`config.mk`:
```
export PLATFORM = sky130hd
export DESIGN_NAME = cno_node_dev_flat
export DESIGN_NICKNAME = d
export VERILOG_FILES = /design/src/hw/cno_pkg.sv /design/src/hw/cno_link_if.sv /design/src/hw/cno_node_dev.sv /design/src/flat_wrapper.sv
export SDC_FILE = /design/constraint.sdc
export NUM_CORES = 1
export LEC_CHECK = 0
export BUFFER_PORTS_ARGS = -buffer_cell sky130_fd_sc_hd__buf_2
export CAP_MARGIN = 20
export CORE_MARGIN = 4
export CORE_UTILIZATION = 30
export DETAILED_ROUTE_END_ITERATION = 10
export GPL_TIMING_DRIVEN = 0
export SYNTH_ARGS = -nofsm -noshare
export SYNTH_HDL_FRONTEND = slang
export SYNTH_SLANG_ARGS = --single-unit
```
`constraint.sdc`:
```
create_clock -name hclk -period 2.1 [get_ports hclk]
set_input_delay 0.105 -clock hclk [delete_from_list [all_inputs] [get_ports hclk]]
set_output_delay 0.105 -clock hclk [all_outputs]
set_load 0.005 [all_outputs]
```
`src/hw/cno_pkg.sv`:
```
package cno_pkg;
    // ----------------------------------------
    // clock and indicator timing
    // ----------------------------------------
    localparam int unsigned CNO_CLK_HZ = 50_000_000;
    localparam int unsigned CNO_LED_TICK_MS = 200;
    localparam int unsigned CNO_TICK_CYCLES = CNO_CLK_HZ / 1000 * CNO_LED_TICK_MS;
    localparam int unsigned CNO_TEST_TICKS = 5;
    localparam int unsigned CNO_PHASES = 8;

    // ----------------------------------------
    // service data commands and objects
    // ----------------------------------------
    localparam logic [7:0] CNO_CMD_UPLOAD = 8'h40;
    localparam logic [7:0] CNO_CMD_UPLOAD_RSP = 8'h43;
    localparam logic [7:0] CNO_CMD_DOWNLOAD = 8'h23;
    localparam logic [7:0] CNO_CMD_DOWNLOAD_RSP = 8'h60;
    localparam logic [7:0] CNO_CMD_ABORT = 8'h80;
    localparam logic [15:0] CNO_IDX_RATE = 16'h3000;
    localparam logic [15:0] CNO_IDX_NODE = 16'h3001;
    localparam logic [7:0] CNO_SUB_ZERO = 8'h00;
    localparam logic [31:0] CNO_ABORT_NO_OBJ = 32'h0602_0000;
    localparam logic [31:0] CNO_ABORT_RANGE = 32'h0609_0030;
    localparam logic [31:0] CNO_ABORT_CMD = 32'h0504_0001;

    // ----------------------------------------
    // defaults, states, switch fields
    // ----------------------------------------
    localparam logic [2:0] CNO_RATE_DEFAULT = 3'h5;
    localparam logic [6:0] CNO_NODE_DEFAULT = 7'h01;
    localparam logic [1:0] CNO_NET_PREOP = 2'h0;
    localparam logic [1:0] CNO_NET_OP = 2'h1;
    localparam logic [1:0] CNO_NET_STOP = 2'h2;
    localparam int CNO_RATE_SEL_BIT = 3;
    localparam int CNO_SW_W = 12;

    // ----------------------------------------
    // controller register map and fields
    // ----------------------------------------
    localparam logic [7:0] CNO_A_CTRL = 8'h00;
    localparam logic [7:0] CNO_A_INDEX = 8'h04;
    localparam logic [7:0] CNO_A_WDATA = 8'h08;
    localparam logic [7:0] CNO_A_RDATA = 8'h0c;
    localparam logic [7:0] CNO_A_STATUS = 8'h10;
    localparam int CNO_CTRL_UP = 0;
    localparam int CNO_CTRL_DN = 1;
    localparam int CNO_CTRL_RST = 2;
    localparam int CNO_ST_BUSY = 0;
    localparam int CNO_ST_DONE = 1;
    localparam int CNO_ST_ABORT = 2;
    localparam int CNO_ST_RANGE = 3;

    // rate code to kbit/s: 20,50,100,125,250,500,800,1000
    function automatic logic [9:0] cno_rate_kbps(input logic [2:0] code);
        logic [9:0] k;
        k = 10'h014;
        unique case (code)
            3'h0: k = 10'h014;
            3'h1: k = 10'h032;
            3'h2: k = 10'h064;
            3'h3: k = 10'h07d;
            3'h4: k = 10'h0fa;
            3'h5: k = 10'h1f4;
            3'h6: k = 10'h320;
            3'h7: k = 10'h3e8;
        endcase
        return k;
    endfunction

    // node numbers valid only from 1 to 127
    function automatic logic cno_node_ok(input logic [31:0] v);
        return (v[31:7] == 25'h0000000) && (v[6:0] != 7'h00);
    endfunction
endpackage

```
`src/hw/cno_link_if.sv`:
```
`timescale 1ns/1ps
// ----------------------------------------
// sdo frame link, byte k at bits 8k+7:8k
// ----------------------------------------
interface cno_link_if;
    logic req_valid;
    logic req_ready;
    logic [63:0] req_frame;
    logic rsp_valid;
    logic rsp_ready;
    logic [63:0] rsp_frame;
    logic node_reset;
    modport dev (input req_valid, input req_frame, input rsp_ready, input node_reset,
                 output req_ready, output rsp_valid, output rsp_frame);
    modport mst (output req_valid, output req_frame, output rsp_ready, output node_reset,
                 input req_ready, input rsp_valid, input rsp_frame);
endinterface

```
`src/hw/cno_node_dev.sv`:
```
`timescale 1ns/1ps
// How it works
// - rate switch four selects switches or object
// - rate switches one-three binary, one lsb
// - codes 0-7 map 20 to 1000 kbit/s
// - defaults: 500 kbit/s, node one
// - any of address switches one-seven on selects switches
// - address switches one-seven binary, eight ignored
// - only node numbers 1 to 127 accepted
// - master stores parameters then resets node
// - green: on, single flash, blinking
// - red: off-bus, double, single, blink, dark
// - both indicators lit during init test
// - upload 40h request, 43h reply, lsb first
module cno_node_dev
    import cno_pkg::*;
#(
    parameter int unsigned TICK_CYCLES = CNO_TICK_CYCLES,
    parameter int unsigned TEST_TICKS = CNO_TEST_TICKS
) (
    input wire logic hclk,
    input wire logic hresetn,
    cno_link_if.dev link,
    input wire logic [3:0] rate_sw,
    input wire logic [7:0] addr_sw,
    input wire logic [1:0] net_state,
    input wire logic bus_off,
    input wire logic guard_err,
    input wire logic warn_limit,
    input wire logic gen_err,
    output logic led_green,
    output logic led_red,
    output logic [2:0] rate_code,
    output logic [9:0] bitrate_kbps,
    output logic [6:0] node_number,
    output logic setup_valid
);
    // refuse timing the counters cannot serve
    if (TICK_CYCLES < 2 || TEST_TICKS < 1 || TEST_TICKS > 255) begin : g_bad_timing
        $error("cno_node_dev: unsupported timing parameters");
    end

    localparam int TW = $clog2(TICK_CYCLES);

    typedef enum logic [1:0] {
        ST_TEST = 2'b01,
        ST_RUN = 2'b10
    } cno_dev_state_t;

    // ----------------------------------------
    // switch synchronisers
    // ----------------------------------------
    logic [CNO_SW_W-1:0] sw_s1_r, sw_s2_r, sw_s3_r, sw_st_r;
    logic [CNO_SW_W-1:0] sw_st_nxt;
    wire logic [CNO_SW_W-1:0] sw_raw = {addr_sw, rate_sw};
    wire logic [CNO_SW_W-1:0] sw_diff = sw_s2_r ^ sw_s3_r;

    // a bit moves only once two stages agree, so bounce is ignored
    assign sw_st_nxt = (sw_s2_r & ~sw_diff) | (sw_st_r & sw_diff);

    always_ff @(posedge hclk or negedge hresetn) begin
        if (!hresetn) begin
            sw_s1_r <= '0;
            sw_s2_r <= '0;
            sw_s3_r <= '0;
            sw_st_r <= '0;
        end else begin
            sw_s1_r <= sw_raw;
            sw_s2_r <= sw_s1_r;
            sw_s3_r <= sw_s2_r;
            sw_st_r <= sw_st_nxt;
        end
    end

    // ----------------------------------------
    // indicator time base
    // ----------------------------------------
    logic [TW-1:0] tick_cnt_r;
    logic [2:0] phase_r;
    logic [7:0] test_cnt_r;
    cno_dev_state_t state_r, state_nxt;
    wire logic tick = (tick_cnt_r == TW'(TICK_CYCLES - 1));
    wire logic test_done = tick && (test_cnt_r == 8'(TEST_TICKS - 1));
    // restart the time base on node reset, else the lamp test could last a single cycle
    wire logic restart = (state_r == ST_RUN) && link.node_reset;

    always_ff @(posedge hclk or negedge hresetn) begin
        if (!hresetn) begin
            tick_cnt_r <= '0;
            phase_r <= 3'h0;
        end else begin
            tick_cnt_r <= (tick || restart) ? '0 : tick_cnt_r + TW'(1);
            phase_r <= tick ? phase_r + 3'h1 : phase_r;
        end
    end

    // ----------------------------------------
    // init test and run state
    // ----------------------------------------
    always_comb begin
        state_nxt = state_r;
        unique case (state_r)
            ST_TEST: if (test_done) begin
                state_nxt = ST_RUN;
            end
            ST_RUN: if (link.node_reset) begin
                state_nxt = ST_TEST;
            end
            default: state_nxt = ST_TEST;
        endcase
    end

    always_ff @(posedge hclk or negedge hresetn) begin
        if (!hresetn) begin
            state_r <= ST_TEST;
            test_cnt_r <= 8'h00;
        end else begin
            state_r <= state_nxt;
            test_cnt_r <= (state_r != ST_TEST) ? 8'h00 : (tick ? test_cnt_r + 8'h01 : test_cnt_r);
        end
    end

    // ----------------------------------------
    // stored objects and setup selection
    // ----------------------------------------
    logic [2:0] rate_obj_r;
    logic [6:0] node_obj_r;
    wire logic [2:0] sw_rate = sw_st_r[2:0];
    wire logic [6:0] sw_node = sw_st_r[10:4];
    wire logic [2:0] rate_sel = sw_st_r[CNO_RATE_SEL_BIT] ? sw_rate : rate_obj_r;
    wire logic [6:0] node_sel = (sw_node != 7'h00) ? sw_node : node_obj_r;

    always_ff @(posedge hclk or negedge hresetn) begin
        if (!hresetn) begin
            rate_code <= CNO_RATE_DEFAULT;
            bitrate_kbps <= cno_rate_kbps(CNO_RATE_DEFAULT);
            node_number <= CNO_NODE_DEFAULT;
            setup_valid <= 1'b0;
        end else if (state_r == ST_TEST && test_done) begin
            rate_code <= rate_sel;
            bitrate_kbps <= cno_rate_kbps(rate_sel);
            node_number <= node_sel;
            setup_valid <= 1'b1;
        end else if (state_r == ST_TEST) begin
            setup_valid <= 1'b0;
        end
    end

    // ----------------------------------------
    // sdo request decode
    // ----------------------------------------
    logic rsp_pend_r;
    logic [63:0] rsp_frame_r;
    wire logic [7:0] q_cmd = link.req_frame[7:0];
    wire logic [15:0] q_idx = link.req_frame[23:8];
    wire logic [7:0] q_sub = link.req_frame[31:24];
    wire logic [31:0] q_data = link.req_frame[63:32];
    wire logic hit_rate = (q_idx == CNO_IDX_RATE) && (q_sub == CNO_SUB_ZERO);
    wire logic hit_node = (q_idx == CNO_IDX_NODE) && (q_sub == CNO_SUB_ZERO);
    wire logic is_up = (q_cmd == CNO_CMD_UPLOAD);
    wire logic is_dn = (q_cmd == CNO_CMD_DOWNLOAD);
    wire logic rate_ok = (q_data[31:3] == 29'h00000000);
    wire logic node_ok = cno_node_ok(q_data);
    // sdo is refused in stopped state and during the init test
    wire logic sdo_open = (state_r == ST_RUN) && (net_state != CNO_NET_STOP);
    wire logic take = link.req_valid && link.req_ready;
    wire logic wr_rate = take && is_dn && hit_rate && rate_ok;
    wire logic wr_node = take && is_dn && hit_node && node_ok;
    wire logic [31:0] up_val = hit_rate ? {29'h00000000, rate_obj_r} : {25'h0000000, node_obj_r};
    wire logic known = hit_rate || hit_node;
    wire logic dn_bad = (hit_rate && !rate_ok) || (hit_node && !node_ok);

    logic [7:0] r_cmd;
    logic [31:0] r_data;
    // reply command and payload; abort answers carry the reason code
    assign r_cmd = (!(is_up || is_dn)) ? CNO_CMD_ABORT :
                   (!known) ? CNO_CMD_ABORT :
                   (is_up) ? CNO_CMD_UPLOAD_RSP :
                   (dn_bad) ? CNO_CMD_ABORT : CNO_CMD_DOWNLOAD_RSP;
    assign r_data = (!(is_up || is_dn)) ? CNO_ABORT_CMD :
                    (!known) ? CNO_ABORT_NO_OBJ :
                    (is_up) ? up_val :
                    (dn_bad) ? CNO_ABORT_RANGE : 32'h00000000;

    assign link.req_ready = sdo_open && !rsp_pend_r;
    assign link.rsp_valid = rsp_pend_r;
    assign link.rsp_frame = rsp_frame_r;

    always_ff @(posedge hclk or negedge hresetn) begin
        if (!hresetn) begin
            rsp_pend_r <= 1'b0;
            rsp_frame_r <= 64'h0;
        end else if (take) begin
            rsp_pend_r <= 1'b1;
            rsp_frame_r <= {r_data, q_sub, q_idx, r_cmd};
        end else if (link.rsp_ready) begin
            rsp_pend_r <= 1'b0;
        end
    end

    // objects take effect at the next init, not at once
    always_ff @(posedge hclk or negedge hresetn) begin
        if (!hresetn) begin
            rate_obj_r <= CNO_RATE_DEFAULT;
            node_obj_r <= CNO_NODE_DEFAULT;
        end else begin
            rate_obj_r <= wr_rate ? q_data[2:0] : rate_obj_r;
            node_obj_r <= wr_node ? q_data[6:0] : node_obj_r;
        end
    end

    // ----------------------------------------
    // indicator patterns
    // ----------------------------------------
    wire logic pat_blink = ~phase_r[0];
    wire logic pat_single = (phase_r == 3'h0);
    wire logic pat_double = (phase_r == 3'h0) || (phase_r == 3'h2);
    logic green_nxt, red_nxt;

    assign green_nxt = (net_state == CNO_NET_OP) ? 1'b1 :
                       (net_state == CNO_NET_STOP) ? pat_single : pat_blink;
    assign red_nxt = bus_off ? 1'b1 :
                     guard_err ? pat_double :
                     warn_limit ? pat_single :
                     gen_err ? pat_blink : 1'b0;

    always_ff @(posedge hclk or negedge hresetn) begin
        if (!hresetn) begin
            led_green <= 1'b1;
            led_red <= 1'b1;
        end else begin
            led_green <= (state_r == ST_TEST) ? 1'b1 : green_nxt;
            led_red <= (state_r == ST_TEST) ? 1'b1 : red_nxt;
        end
    end
endmodule // cno_node_dev

```
`src/flat_wrapper.sv`:
```
// flat-port wrapper written by rule: the top's interface ports become plain ports
module cno_node_dev_flat import cno_pkg::*;
#(
    parameter int unsigned TICK_CYCLES = CNO_TICK_CYCLES,
    parameter int unsigned TEST_TICKS = CNO_TEST_TICKS
)
  (hclk, hresetn, rate_sw, addr_sw, net_state, bus_off, guard_err, warn_limit, gen_err, led_green, led_red, rate_code, bitrate_kbps, node_number, setup_valid, link_req_valid, link_req_frame, link_rsp_ready, link_node_reset, link_req_ready, link_rsp_valid, link_rsp_frame);
  cno_link_if link_i ();
  input wire logic hclk;
  input wire logic hresetn;
  input wire logic [3:0] rate_sw;
  input wire logic [7:0] addr_sw;
  input wire logic [1:0] net_state;
  input wire logic bus_off;
  input wire logic guard_err;
  input wire logic warn_limit;
  input wire logic gen_err;
  output logic led_green;
  output logic led_red;
  output logic [2:0] rate_code;
  output logic [9:0] bitrate_kbps;
  output logic [6:0] node_number;
  output logic setup_valid;
  input wire logic [$bits(link_i.req_valid)-1:0] link_req_valid;
  input wire logic [$bits(link_i.req_frame)-1:0] link_req_frame;
  input wire logic [$bits(link_i.rsp_ready)-1:0] link_rsp_ready;
  input wire logic [$bits(link_i.node_reset)-1:0] link_node_reset;
  output wire logic [$bits(link_i.req_ready)-1:0] link_req_ready;
  output wire logic [$bits(link_i.rsp_valid)-1:0] link_rsp_valid;
  output wire logic [$bits(link_i.rsp_frame)-1:0] link_rsp_frame;
  assign link_i.req_valid = link_req_valid;
  assign link_i.req_frame = link_req_frame;
  assign link_i.rsp_ready = link_rsp_ready;
  assign link_i.node_reset = link_node_reset;
  assign link_req_ready = link_i.req_ready;
  assign link_rsp_valid = link_i.rsp_valid;
  assign link_rsp_frame = link_i.rsp_frame;
  cno_node_dev #(.TICK_CYCLES(TICK_CYCLES), .TEST_TICKS(TEST_TICKS)) u_core (.hclk(hclk), .hresetn(hresetn), .link(link_i), .rate_sw(rate_sw), .addr_sw(addr_sw), .net_state(net_state), .bus_off(bus_off), .guard_err(guard_err), .warn_limit(warn_limit), .gen_err(gen_err), .led_green(led_green), .led_red(led_red), .rate_code(rate_code), .bitrate_kbps(bitrate_kbps), .node_number(node_number), .setup_valid(setup_valid));
endmodule
```
=== After elaboration in Yosys (flattened, before gate mapping) ===
Memories as Yosys holds them, arrays and structs flattened. A register that Yosys moved wholly into a read port is not among the register bits.
Index checks and enable logic that the tools add are counted.
Widths: inputs -> output; s select.

* Bitwise gates (word level): 6
* Reduce and logical (&&, ||, !) cells: 35
* Muxes and demuxes: 29
* Add/sub/neg operators: 3
* Equality and inequality tests: 15

{| class="wikitable"
|+ Operators with widths
! operator !! number
|-
| $mux 32 || 3
|-
| $mux 8 || 6
|-
| $eq 16x14->1 const B || 2
|-
| $logic_not 29->1 || 1
|-
| $mux 27 || 1
|-
| $logic_not 25->1 || 1
|-
| $add 24x1->24 const B || 1
|-
| $and 12x12->12 || 2
|-
| $eq 24x24->1 const B || 1
|-
| $mux 24 || 1
|-
| $logic_and 1x1->1 || 16
|-
| $mux 7 || 2
|-
| $reduce_bool 7->1 || 2
|-
| $mux 1 || 12
|-
| $not 12->12 || 1
|-
| $or 12x12->12 || 1
|-
| $xor 12x12->12 || 1
|-
| $add 8x1->8 const B || 1
|-
| $eq 8x3->1 const B || 1
|-
| $eq 8x6->1 const B || 1
|-
| $eq 8x7->1 const B || 1
|-
| $logic_not 8->1 || 1
|-
| $reduce_bool 2->1 || 3
|-
| $logic_or 1x1->1 || 5
|-
| 13 further kinds || 21
|}

* Output and inout port bits: 89
* Memories kept: 1
* Logic and storage cells: 106
* ROM bits: 80
* Register bits after elaboration: 173
* Input port bits: 87

{| class="wikitable"
|+ Memory list
! memory !! depth !! width !! read ports !! clocked after Yosys merged registers in !! write ports !! line !! RTL
|-
| (no name shown) || 8 || 10 || 1 || 1 || 0 || cno_pkg.sv:57 || <nowiki>unique case (code)</nowiki>
|}

=== Longest topological paths before layout ===
Gate-level depths: netlist of run 1.

* Depth in word-level cells: 9
* Mapped depth: 9
* Mapped depth without buffers: 7

=== Worst setup path after synthesis of run 1 ===
OpenSTA, ideal clock, no wires.

* Path type: register -> register
* From: reg u_core.tick_cnt_r[7]
* To: reg u_core.bitrate_kbps[0]
* Data required time: 1.967 ns
* Slack: 0.180 ns
* Stages on the path, launching flop included: 8
* Data arrival time: 1.786 ns
* Setup time: 0.133 ns
* Path buffers: 2
* Period minus slack after synthesis: 1.920 ns
* Cells stage by stage: dfrtp_1 -> nor4b_1 -> nand4_1 -> or4_4 -> buf_6 -> buf_2 -> nand2_1 -> o21ai_0

* Longest elaborated chain between the ends: 3

{| class="wikitable"
|+ Ends and longest elaborated chain
! item !! line !! RTL
|-
| start: declaration || cno_node_dev.sv:78 || <nowiki>logic [TW-1:0] tick_cnt_r;</nowiki>
|-
| start signal: assignment || cno_node_dev.sv:92 || <nowiki>tick_cnt_r <= (tick || restart) ? '0 : tick_cnt_r + TW'(1);</nowiki>
|-
| $eq 24x24->1 || cno_node_dev.sv:82 || <nowiki>wire logic tick = (tick_cnt_r == TW'(TICK_CYCLES - 1));</nowiki>
|-
| $logic_and 1x1->1 || cno_node_dev.sv:83 || <nowiki>wire logic test_done = tick && (test_cnt_r == 8'(TEST_TICKS - 1));</nowiki>
|-
| $logic_and 1x1->1 || cno_node_dev.sv:139 || <nowiki>end else if (state_r == ST_TEST && test_done) begin</nowiki>
|-
| end: declaration || cno_node_dev.sv:34 || <nowiki>output logic [9:0] bitrate_kbps,</nowiki>
|}

No other way between the ends.
A chain may end at the register's enable or synchronous reset.

=== Worst setup path after layout of run 1 ===
* From: reg u_core.tick_cnt_r[7]
* To: reg u_core.bitrate_kbps[3]

Same word-level chain as after synthesis.

==> results.py, run 1 <==
metrics = {
    "run_status": {
        "outcome": "finished clean",
    },
    "global_route": {
        "grt_pass1_wl_um": 26600,
        "grt_max_degree": 98,
        "overflow": 0,
        "track_usage": 0.138,
        "antenna_found_initial": 0,
        "grt_pass1_vias": 5138,
    },
    "placed_design": {
        "hpwl_um": 12000,
        "placed_cells": 1055,
        "place.gp.congestion": 0.804,
        "placed_area_sq_um": 7830,
        "io_buffers": 153,
    },
    "cells_and_area": {
        "layout.cells.non_filler": 1135,
        "final_cell_area_sq_um": 9090,
        "final_common_cell": "buf_2",
        "nNetsFinal": 940,
        "nFillCells": 2101,
        "area_growth_syn_to_layout_pct": 37.5,
        "layout-drive-gt1-share": 0.327,
        "num_antenna_cells": 0,
        "final_cell_mix": "156 x buf_2, 138 x dfrtp_1, 113 x nand2_1",
    },
    "worst_setup_path": {
        "worst_setup_path_end_kind": "flip-flop",
        "rrSetupSlack_ns": 0.05,
        "crit_arrival_ns": 2.36,
        "critPathKind": "flip-flop to flip-flop",
        "required_ns": 2.40,
        "r2r-start": "u_core.tick_cnt_r[7]$_DFF_PN0_",
        "startpoint_type": "flip-flop",
        "path_max_fanout": 19,
        "r2r_cells": 5,
        "rr_endpoint": "u_core.bitrate_kbps[3]$_DFFE_PN0P_",
    },
    "routing": {
        "firstDrtPassIters": 4,
        "drt-total-wl_um": 16500,
        "ant_nets": 0,
        "routed_via_density": 4.46,
        "wl_per_cell_um": 14.5,
        "drt_iter0_drc": 206,
        "dr_total_vias": 5064,
        "drc": 0,
    },
    "cts": {
        "worst_skew_pair.late_latency_ns": 0.42,
        "clk_pin_slew_ns": 0.06,
        "numCtsBuffers": 17,
        "cts_buffer_depth": 2,
        "clock_sinks": 154,
        "cts_tree": "done",
        "cts_root_buf": "clkbuf_16",
        "cts-htree-levels": 4,
    },
    "sta": {
        "worst_pin_slew_ns": 0.611,
        "final_max_slew_viol_count": 0,
        "grt_setup_unrepaired": "true",
        "fin_setup_tns_ns": 0,
        "setup_viol": 0,
        "fin_crit_ns": 2.05,
        "fin_worst_skew_ns": 0.00611,
        "slew_headroom": 0.581,
        "period_share": 0.978,
        "hold_viol": 0,
        "fmax_ghz": 0.487,
    },
    "power": {
        "total_power_mw": 7.49,
        "p_leak_nw": 4.47,
        "power.density_nw_per_um2": 824,
        "irDropWorstVdd_mv": 0.567,
    },
    "yosys": {
        "synthDominantCellAreaShare": 0.526,
        "yosys-top-cells-area": "dfrtp_1 53%, nand2_1 6.5%, dfstp_2 6.0%",
        "netlist_area_sq_um": 6610,
        "yosysWarningCount": 0,
        "synth-seq-cells": 154,
        "synth_area_leader_cell": "dfrtp_1",
        "postSynthCellCount": 601,
        "synth-edff-count": 0,
        "synth_cell_types": 59,
        "async_reset_ff_frac": 1.00,
        "yosysSeqAreaShare": 0.586,
        "ys.flop_type": "dfrtp_1",
        "syn_avg_cell_area_sq_um": 11.0,
    },
    "min_path": {
        "min_from": "guard_err",
        "min_to": "u_core.led_red$_DFF_PN1_",
        "hp-class": "primary input to flip-flop",
        "whs_path_depth": 4,
    },
    "floorplan": {
        "die_h_um": 156,
        "core_area_sq_um": 21800,
        "rows": 54,
        "die_area_sq_um": 24500,
        "ioPinCount": 176,
        "die_width_um": 156,
        "start_util": 0.304,
    },
    "flow_run": {
        "cap_violations": 0,
    },
}
## Yosys cell counts (all sizes together), types with 4 or more instances
library cell,count
mux2i,8
inv,17
nor3,10
mux2,14
clkbuf,11
xor2,16
nor4,18
nand2b,4
or4,5
ha,11
o21ai,25
dfstp,15
nand4,13
a21oi,13
dfrtp,139
and3,4
nor2,39
nor2b,5
maj3,11
a21o,4
buf,31
nor4b,5
nand2,114
nand3,18
xnor2,11
## cells by family after synthesis
family                   synth area share
AO/OA/AOI/OAI                      0.0617
XOR/XNOR                           0.0358
adder cells (fa/ha/maj)            0.0375
buffers and inverters              0.0496
flip-flops                          0.586
multiplexers                       0.0360
other                            0.000568
AND/OR/NAND/NOR                     0.193
## state kept, by name, indices dropped and copies added (netlist names), named ones only
register / cells
u_core.test_cnt_r: 8
u_core.bitrate_kbps: 10
u_core.led_red: 1
u_core.node_number: 7
u_core.setup_valid: 1
u_core.led_green: 1
u_core.rate_obj_r: 3
u_core.rate_code: 3
u_core.state_r: 2
u_core.link.rsp_frame: 39
u_core.sw_s1_r: 11
u_core.sw_s3_r: 11
u_core.node_obj_r: 7
u_core.phase_r: 3
u_core.link.rsp_valid: 1
u_core.tick_cnt_r: 24
u_core.sw_s2_r: 11
## per-stage QoR
stage | hold WS (ns) | worst slack, ns | util
2_1_floorplan | -0.191 | 0.180 | -
3_5_place_dp | 0.118 | -0.191 | 0.360
3_3_place_gp | 0.214 | -1.44 | 0.358
4_1_cts | 0.0633 | 0.000234 | 0.414
5_1_grt | 0.125 | -0.00222 | 0.418
6_report | 0.0864 | 0.0463 | 0.418
## power by group
| part | switching [mW] | internal, mW |
|---|---|---|
| logic | 0.290 | 0.309 |
| registers | 0.145 | 3.12 |
| clock network | 1.23 | 2.39 |
| total | 1.66 | 5.82 |
## worst max-delay path by stage
| stage | to | cells past startpoint | slack, ns | start |
|---|---|---|---|---|
| 5_1_grt | u_core.test_cnt_r[7]$_DFFE_PN0P_ | 5 | -0.002 | u_core.tick_cnt_r[7]$_DFF_PN0_ |
| 4_1_cts | u_core.test_cnt_r[1]$_DFFE_PN0P_ | 5 | 0.0002 | u_core.tick_cnt_r[0]$_DFF_PN0_ |
| 6_report | u_core.bitrate_kbps[3]$_DFFE_PN0P_ | 5 | 0.05 | u_core.tick_cnt_r[7]$_DFF_PN0_ |
| 2_1_floorplan | u_core.bitrate_kbps[0]$_DFFE_PN0P_ | 7 | 0.18 | u_core.tick_cnt_r[7]$_DFF_PN0_ |
| 3_3_place_gp | u_core.link.rsp_frame[27]$_DFFE_PN0P_ | 1 | -1.44 | hresetn |
| 3_5_place_dp | u_core.bitrate_kbps[1]$_DFFE_PN0P_ | 7 | -0.19 | u_core.tick_cnt_r[7]$_DFF_PN0_ |
## worst max-delay path, stage by stage, from the launching register on
cell	delay, ns
dfrtp_2	0.45
nor4b_2	0.30
nand4_1	0.17
or4_4	0.55
buf_6	0.19
mux2_2	0.27
## area by class of cell
cell class	count	area (sq um)	share of cell area
flip-flops and latches	154	3870	0.426
multi-input cells	408	2550	0.280
repair buffers	203	1280	0.141
clock buffers	18	439	0.0483
well taps	280	350	0.0385
plain buffers	41	268	0.0295
clock inverters	14	264	0.0290
inverters	17	63.8	0.00702
## routing by layer
metal	GRT usage	routed length (um)	vias to the layer above
li1	-	-	2508
met2	0.230	7990	135
met5	0	0	-
met1	0.175	7300	2394
met4	0.0574	392	0
met3	0.0277	798	27
## repair_timing
action                     4_1_cts  5_1_grt
gates resized for setup          7       20
pin swaps                        0        3
setup endpoints to repair       53       92
hold endpoints to repair        97        0
hold buffers                    46        0
buffers inserted                 0        3
No activity file was read; power rests on OpenSTA's default activity.
==> run 2: changes to the inputs <==
- CORE_MARGIN: 4 -> 3
- clock period: 2.1 -> 2.3 ns (I/O delays scaled with it)
==> run 2 against run 1 <==
- power down 16%
- combinational power fell by 9.3%
- highest routed layer unchanged
- critical path type is now primary input to flip-flop
- clock power fell by 25%
- routed wire length fell by 2.4%
- critical path depth grew 3
- clock-buffer cell count unchanged
- critical endpoint is now u_core.link.rsp_frame[34]$_DFFE_PN0P_
- core utilization hardly changed
- final cell count fell by 0.62%
- register-to-register slack better by 0.10 ns
- largest cell class unchanged
==> results.py, run 2 (synthesis results as in run 1) <==
metrics = {
    "run_status": {
        "outcome": "finished clean",
    },
    "power": {
        "p_sw_mw": 1.58,
        "comb_power_share": 0.087,
        "p_int_mw": 4.68,
        "p_leak_nw": 4.41,
        "total_power_mw": 6.26,
        "swShare": 0.253,
        "power_frac_clock": 0.436,
        "power.density_nw_per_um2": 702,
        "irDropWorstVdd_mv": 0.513,
        "power_frac_seq": 0.477,
    },
    "worst_setup_path": {
        "slowest_delay_ns": 0.52,
        "crit_arrival_ns": 2.49,
        "rrSetupSlack_ns": 0.15,
        "worst_setup_path_end_kind": "flip-flop",
        "crit_top_cell": "buf_2",
        "crit_cells": 8,
        "worst-path-buf-inv": 3,
        "critPathTopFamily": "simple AND/OR/NAND/NOR gates",
        "critPathKind": "primary input to flip-flop",
        "required_ns": 2.63,
        "cp_slowest_cell": "dlygate4sd3_1",
        "rr_endpoint": "u_core.bitrate_kbps[0]$_DFFE_PN0P_",
        "path_max_fanout": 6,
        "startpoint_type": "primary input",
        "path_cells": "dlygate4sd3_1 > buf_2 > nor4b_1 > nand4_1 > or2_1 > buf_2 > or3_4 > o21ai_0",
        "r2r-start": "u_core.tick_cnt_r[7]$_DFF_PN0_",
        "r2r_cells": 7,
    },
    "cells_and_area": {
        "multi_input_area_sq_um": 2520,
        "num_antenna_cells": 0,
        "nNetsFinal": 939,
        "final_cell_area_sq_um": 8910,
        "layout-drive-gt1-share": 0.317,
        "layout.cells.non_filler": 1128,
        "area_growth_syn_to_layout_pct": 34.9,
        "largest_register_ffs": 39,
        "nFillCells": 2085,
        "final_cell_mix": "156 x buf_2, 139 x dfrtp_1, 114 x nand2_1",
        "final_common_cell": "buf_2",
        "seqCellArea_sq_um": 3870,
    },
    "sta": {
        "fmax_ghz": 0.464,
        "hold_viol": 0,
        "slew_headroom": 0.418,
        "final_max_slew_viol_count": 0,
        "fin_crit_ns": 2.16,
        "grt_setup_unrepaired": "false",
        "worst_pin_slew_ns": 0.874,
        "setup_viol": 0,
        "period_share": 0.938,
        "layout_setup_ws_ns": 0.143,
        "fin_worst_skew_ns": 0.0103,
    },
    "cts": {
        "clock_sinks": 154,
        "cts_root_buf": "clkbuf_16",
        "numCtsBuffers": 17,
        "cts_buffer_depth": 2,
        "cts_tree": "done",
        "cts-htree-levels": 4,
        "worst_skew_pair.late_latency_ns": 0.42,
        "clk_pin_slew_ns": 0.06,
    },
    "placed_design": {
        "dp_slack_ns": 0.0368,
        "placed_area_sq_um": 7830,
        "hpwl_um": 11300,
        "io_buffers": 153,
        "place.gp.congestion": 0.831,
        "placed_cells": 1050,
    },
    "routing": {
        "wirelength_met1_um": 7360,
        "drc": 0,
        "firstDrtPassIters": 4,
        "highest_layer": "met4",
        "wl_per_cell_um": 14.3,
        "drt_iter0_drc": 268,
        "drt-total-wl_um": 16100,
        "ant_nets": 0,
        "routed_via_density": 4.46,
        "wl_met3_um": 709,
        "dr_total_vias": 5033,
        "met2_length_um": 7810,
    },
    "min_path": {
        "min_to": "u_core.led_green$_DFF_PN1_",
        "min_from": "net_state[1]",
        "whs_path_depth": 4,
        "hp-class": "primary input to flip-flop",
    },
    "global_route": {
        "grt_pass1_wl_um": 26500,
        "overflow": 0,
        "grt_max_degree": 96,
        "track_usage": 0.137,
        "antenna_found_initial": 0,
        "grt_pass1_vias": 5133,
    },
    "floorplan": {
        "rows": 53,
        "die_width_um": 154,
        "ioPinCount": 176,
        "die_area_sq_um": 23800,
        "start_util": 0.309,
        "core_area_sq_um": 21400,
        "die_h_um": 154,
    },
    "flow_run": {
        "cap_violations": 0,
    },
}
-- run 2: cell types whose count changed in the layout (fill, tap and decap cells not counted), sizes merged --
cell      before  now
inv           19   21
clkbuf        28   29
clkinv         2    7
buf          188  186
bufinv         7    1
clkinvlp       3    1
-- run 2: layout make-up --
class                   instances  share of cell area
plain buffers                  42              0.0299
clock inverters                13              0.0157
flip-flops and latches        154               0.435
multi-input cells             408               0.283
repair buffers                201               0.142
inverters                      17             0.00716
clock buffers                  18              0.0493
well taps                     275              0.0386
-- run 2: worst max-delay path by stage --
| stage | start | end | slack (ns) |
|---|---|---|---|
| 3_5_place_dp | u_core.state_r[0]$_DFFE_PN1P_ | u_core.bitrate_kbps[0]$_DFFE_PN0P_ | 0.04 |
| 3_3_place_gp | hresetn | u_core.link.rsp_frame[24]$_DFFE_PN0P_ | -1.23 |
| 6_report | link_req_frame[25] | u_core.link.rsp_frame[34]$_DFFE_PN0P_ | 0.14 |
| 4_1_cts | u_core.state_r[0]$_DFFE_PN1P_ | u_core.node_number[2]$_DFFE_PN0P_ | 0.01 |
| 5_1_grt | u_core.tick_cnt_r[11]$_DFF_PN0_ | u_core.bitrate_kbps[1]$_DFFE_PN0P_ | 0.009 |
| 2_1_floorplan | u_core.tick_cnt_r[7]$_DFF_PN0_ | u_core.bitrate_kbps[0]$_DFFE_PN0P_ | 0.38 |
-- run 2: tightest hold or removal path, cell delays in order --
cell	delay, ns
buf_2	0.10
nor2b_1	0.04
nor3_1	0.11
o21ai_0	0.09
-- run 2: repair_timing --
item                                    in CTS  in global routing
resized for setup                            0                 11
buffers inserted                             0                  1
endpoints found under the hold margin      132                  0
endpoints found under the setup margin       0                 24
hold buffers                                46                  0
-- run 2: stage by stage --
step	hold slack, ns	utilization	TNS [ns]
2_1_floorplan	-0.181	-	0
3_3_place_gp	0.222	0.365	-173.27
5_1_grt	0.0716	0.417	0
4_1_cts	0.0361	0.415	0
6_report	0.0618	0.417	0
3_5_place_dp	0.224	0.367	0
-- run 2: layer usage --
layer,vias up,GRT usage
li1,2502,-
met1,2399,0.182
met2,121,0.224
met3,11,0.0313
met4,0,0.0446
met5,-,0
-- run 2: power groups by stage --
stage / logic (mW) / registers, mW / clock network (mW)
2_1_floorplan: 0.259 / 3.00 / 0
3_3_place_gp: 0.466 / 3.03 / 0
3_5_place_dp: 0.483 / 3.03 / 0
4_1_cts: 0.545 / 2.99 / 2.79
5_1_grt: 0.614 / 3.01 / 2.92
6_report: 0.543 / 2.99 / 2.73
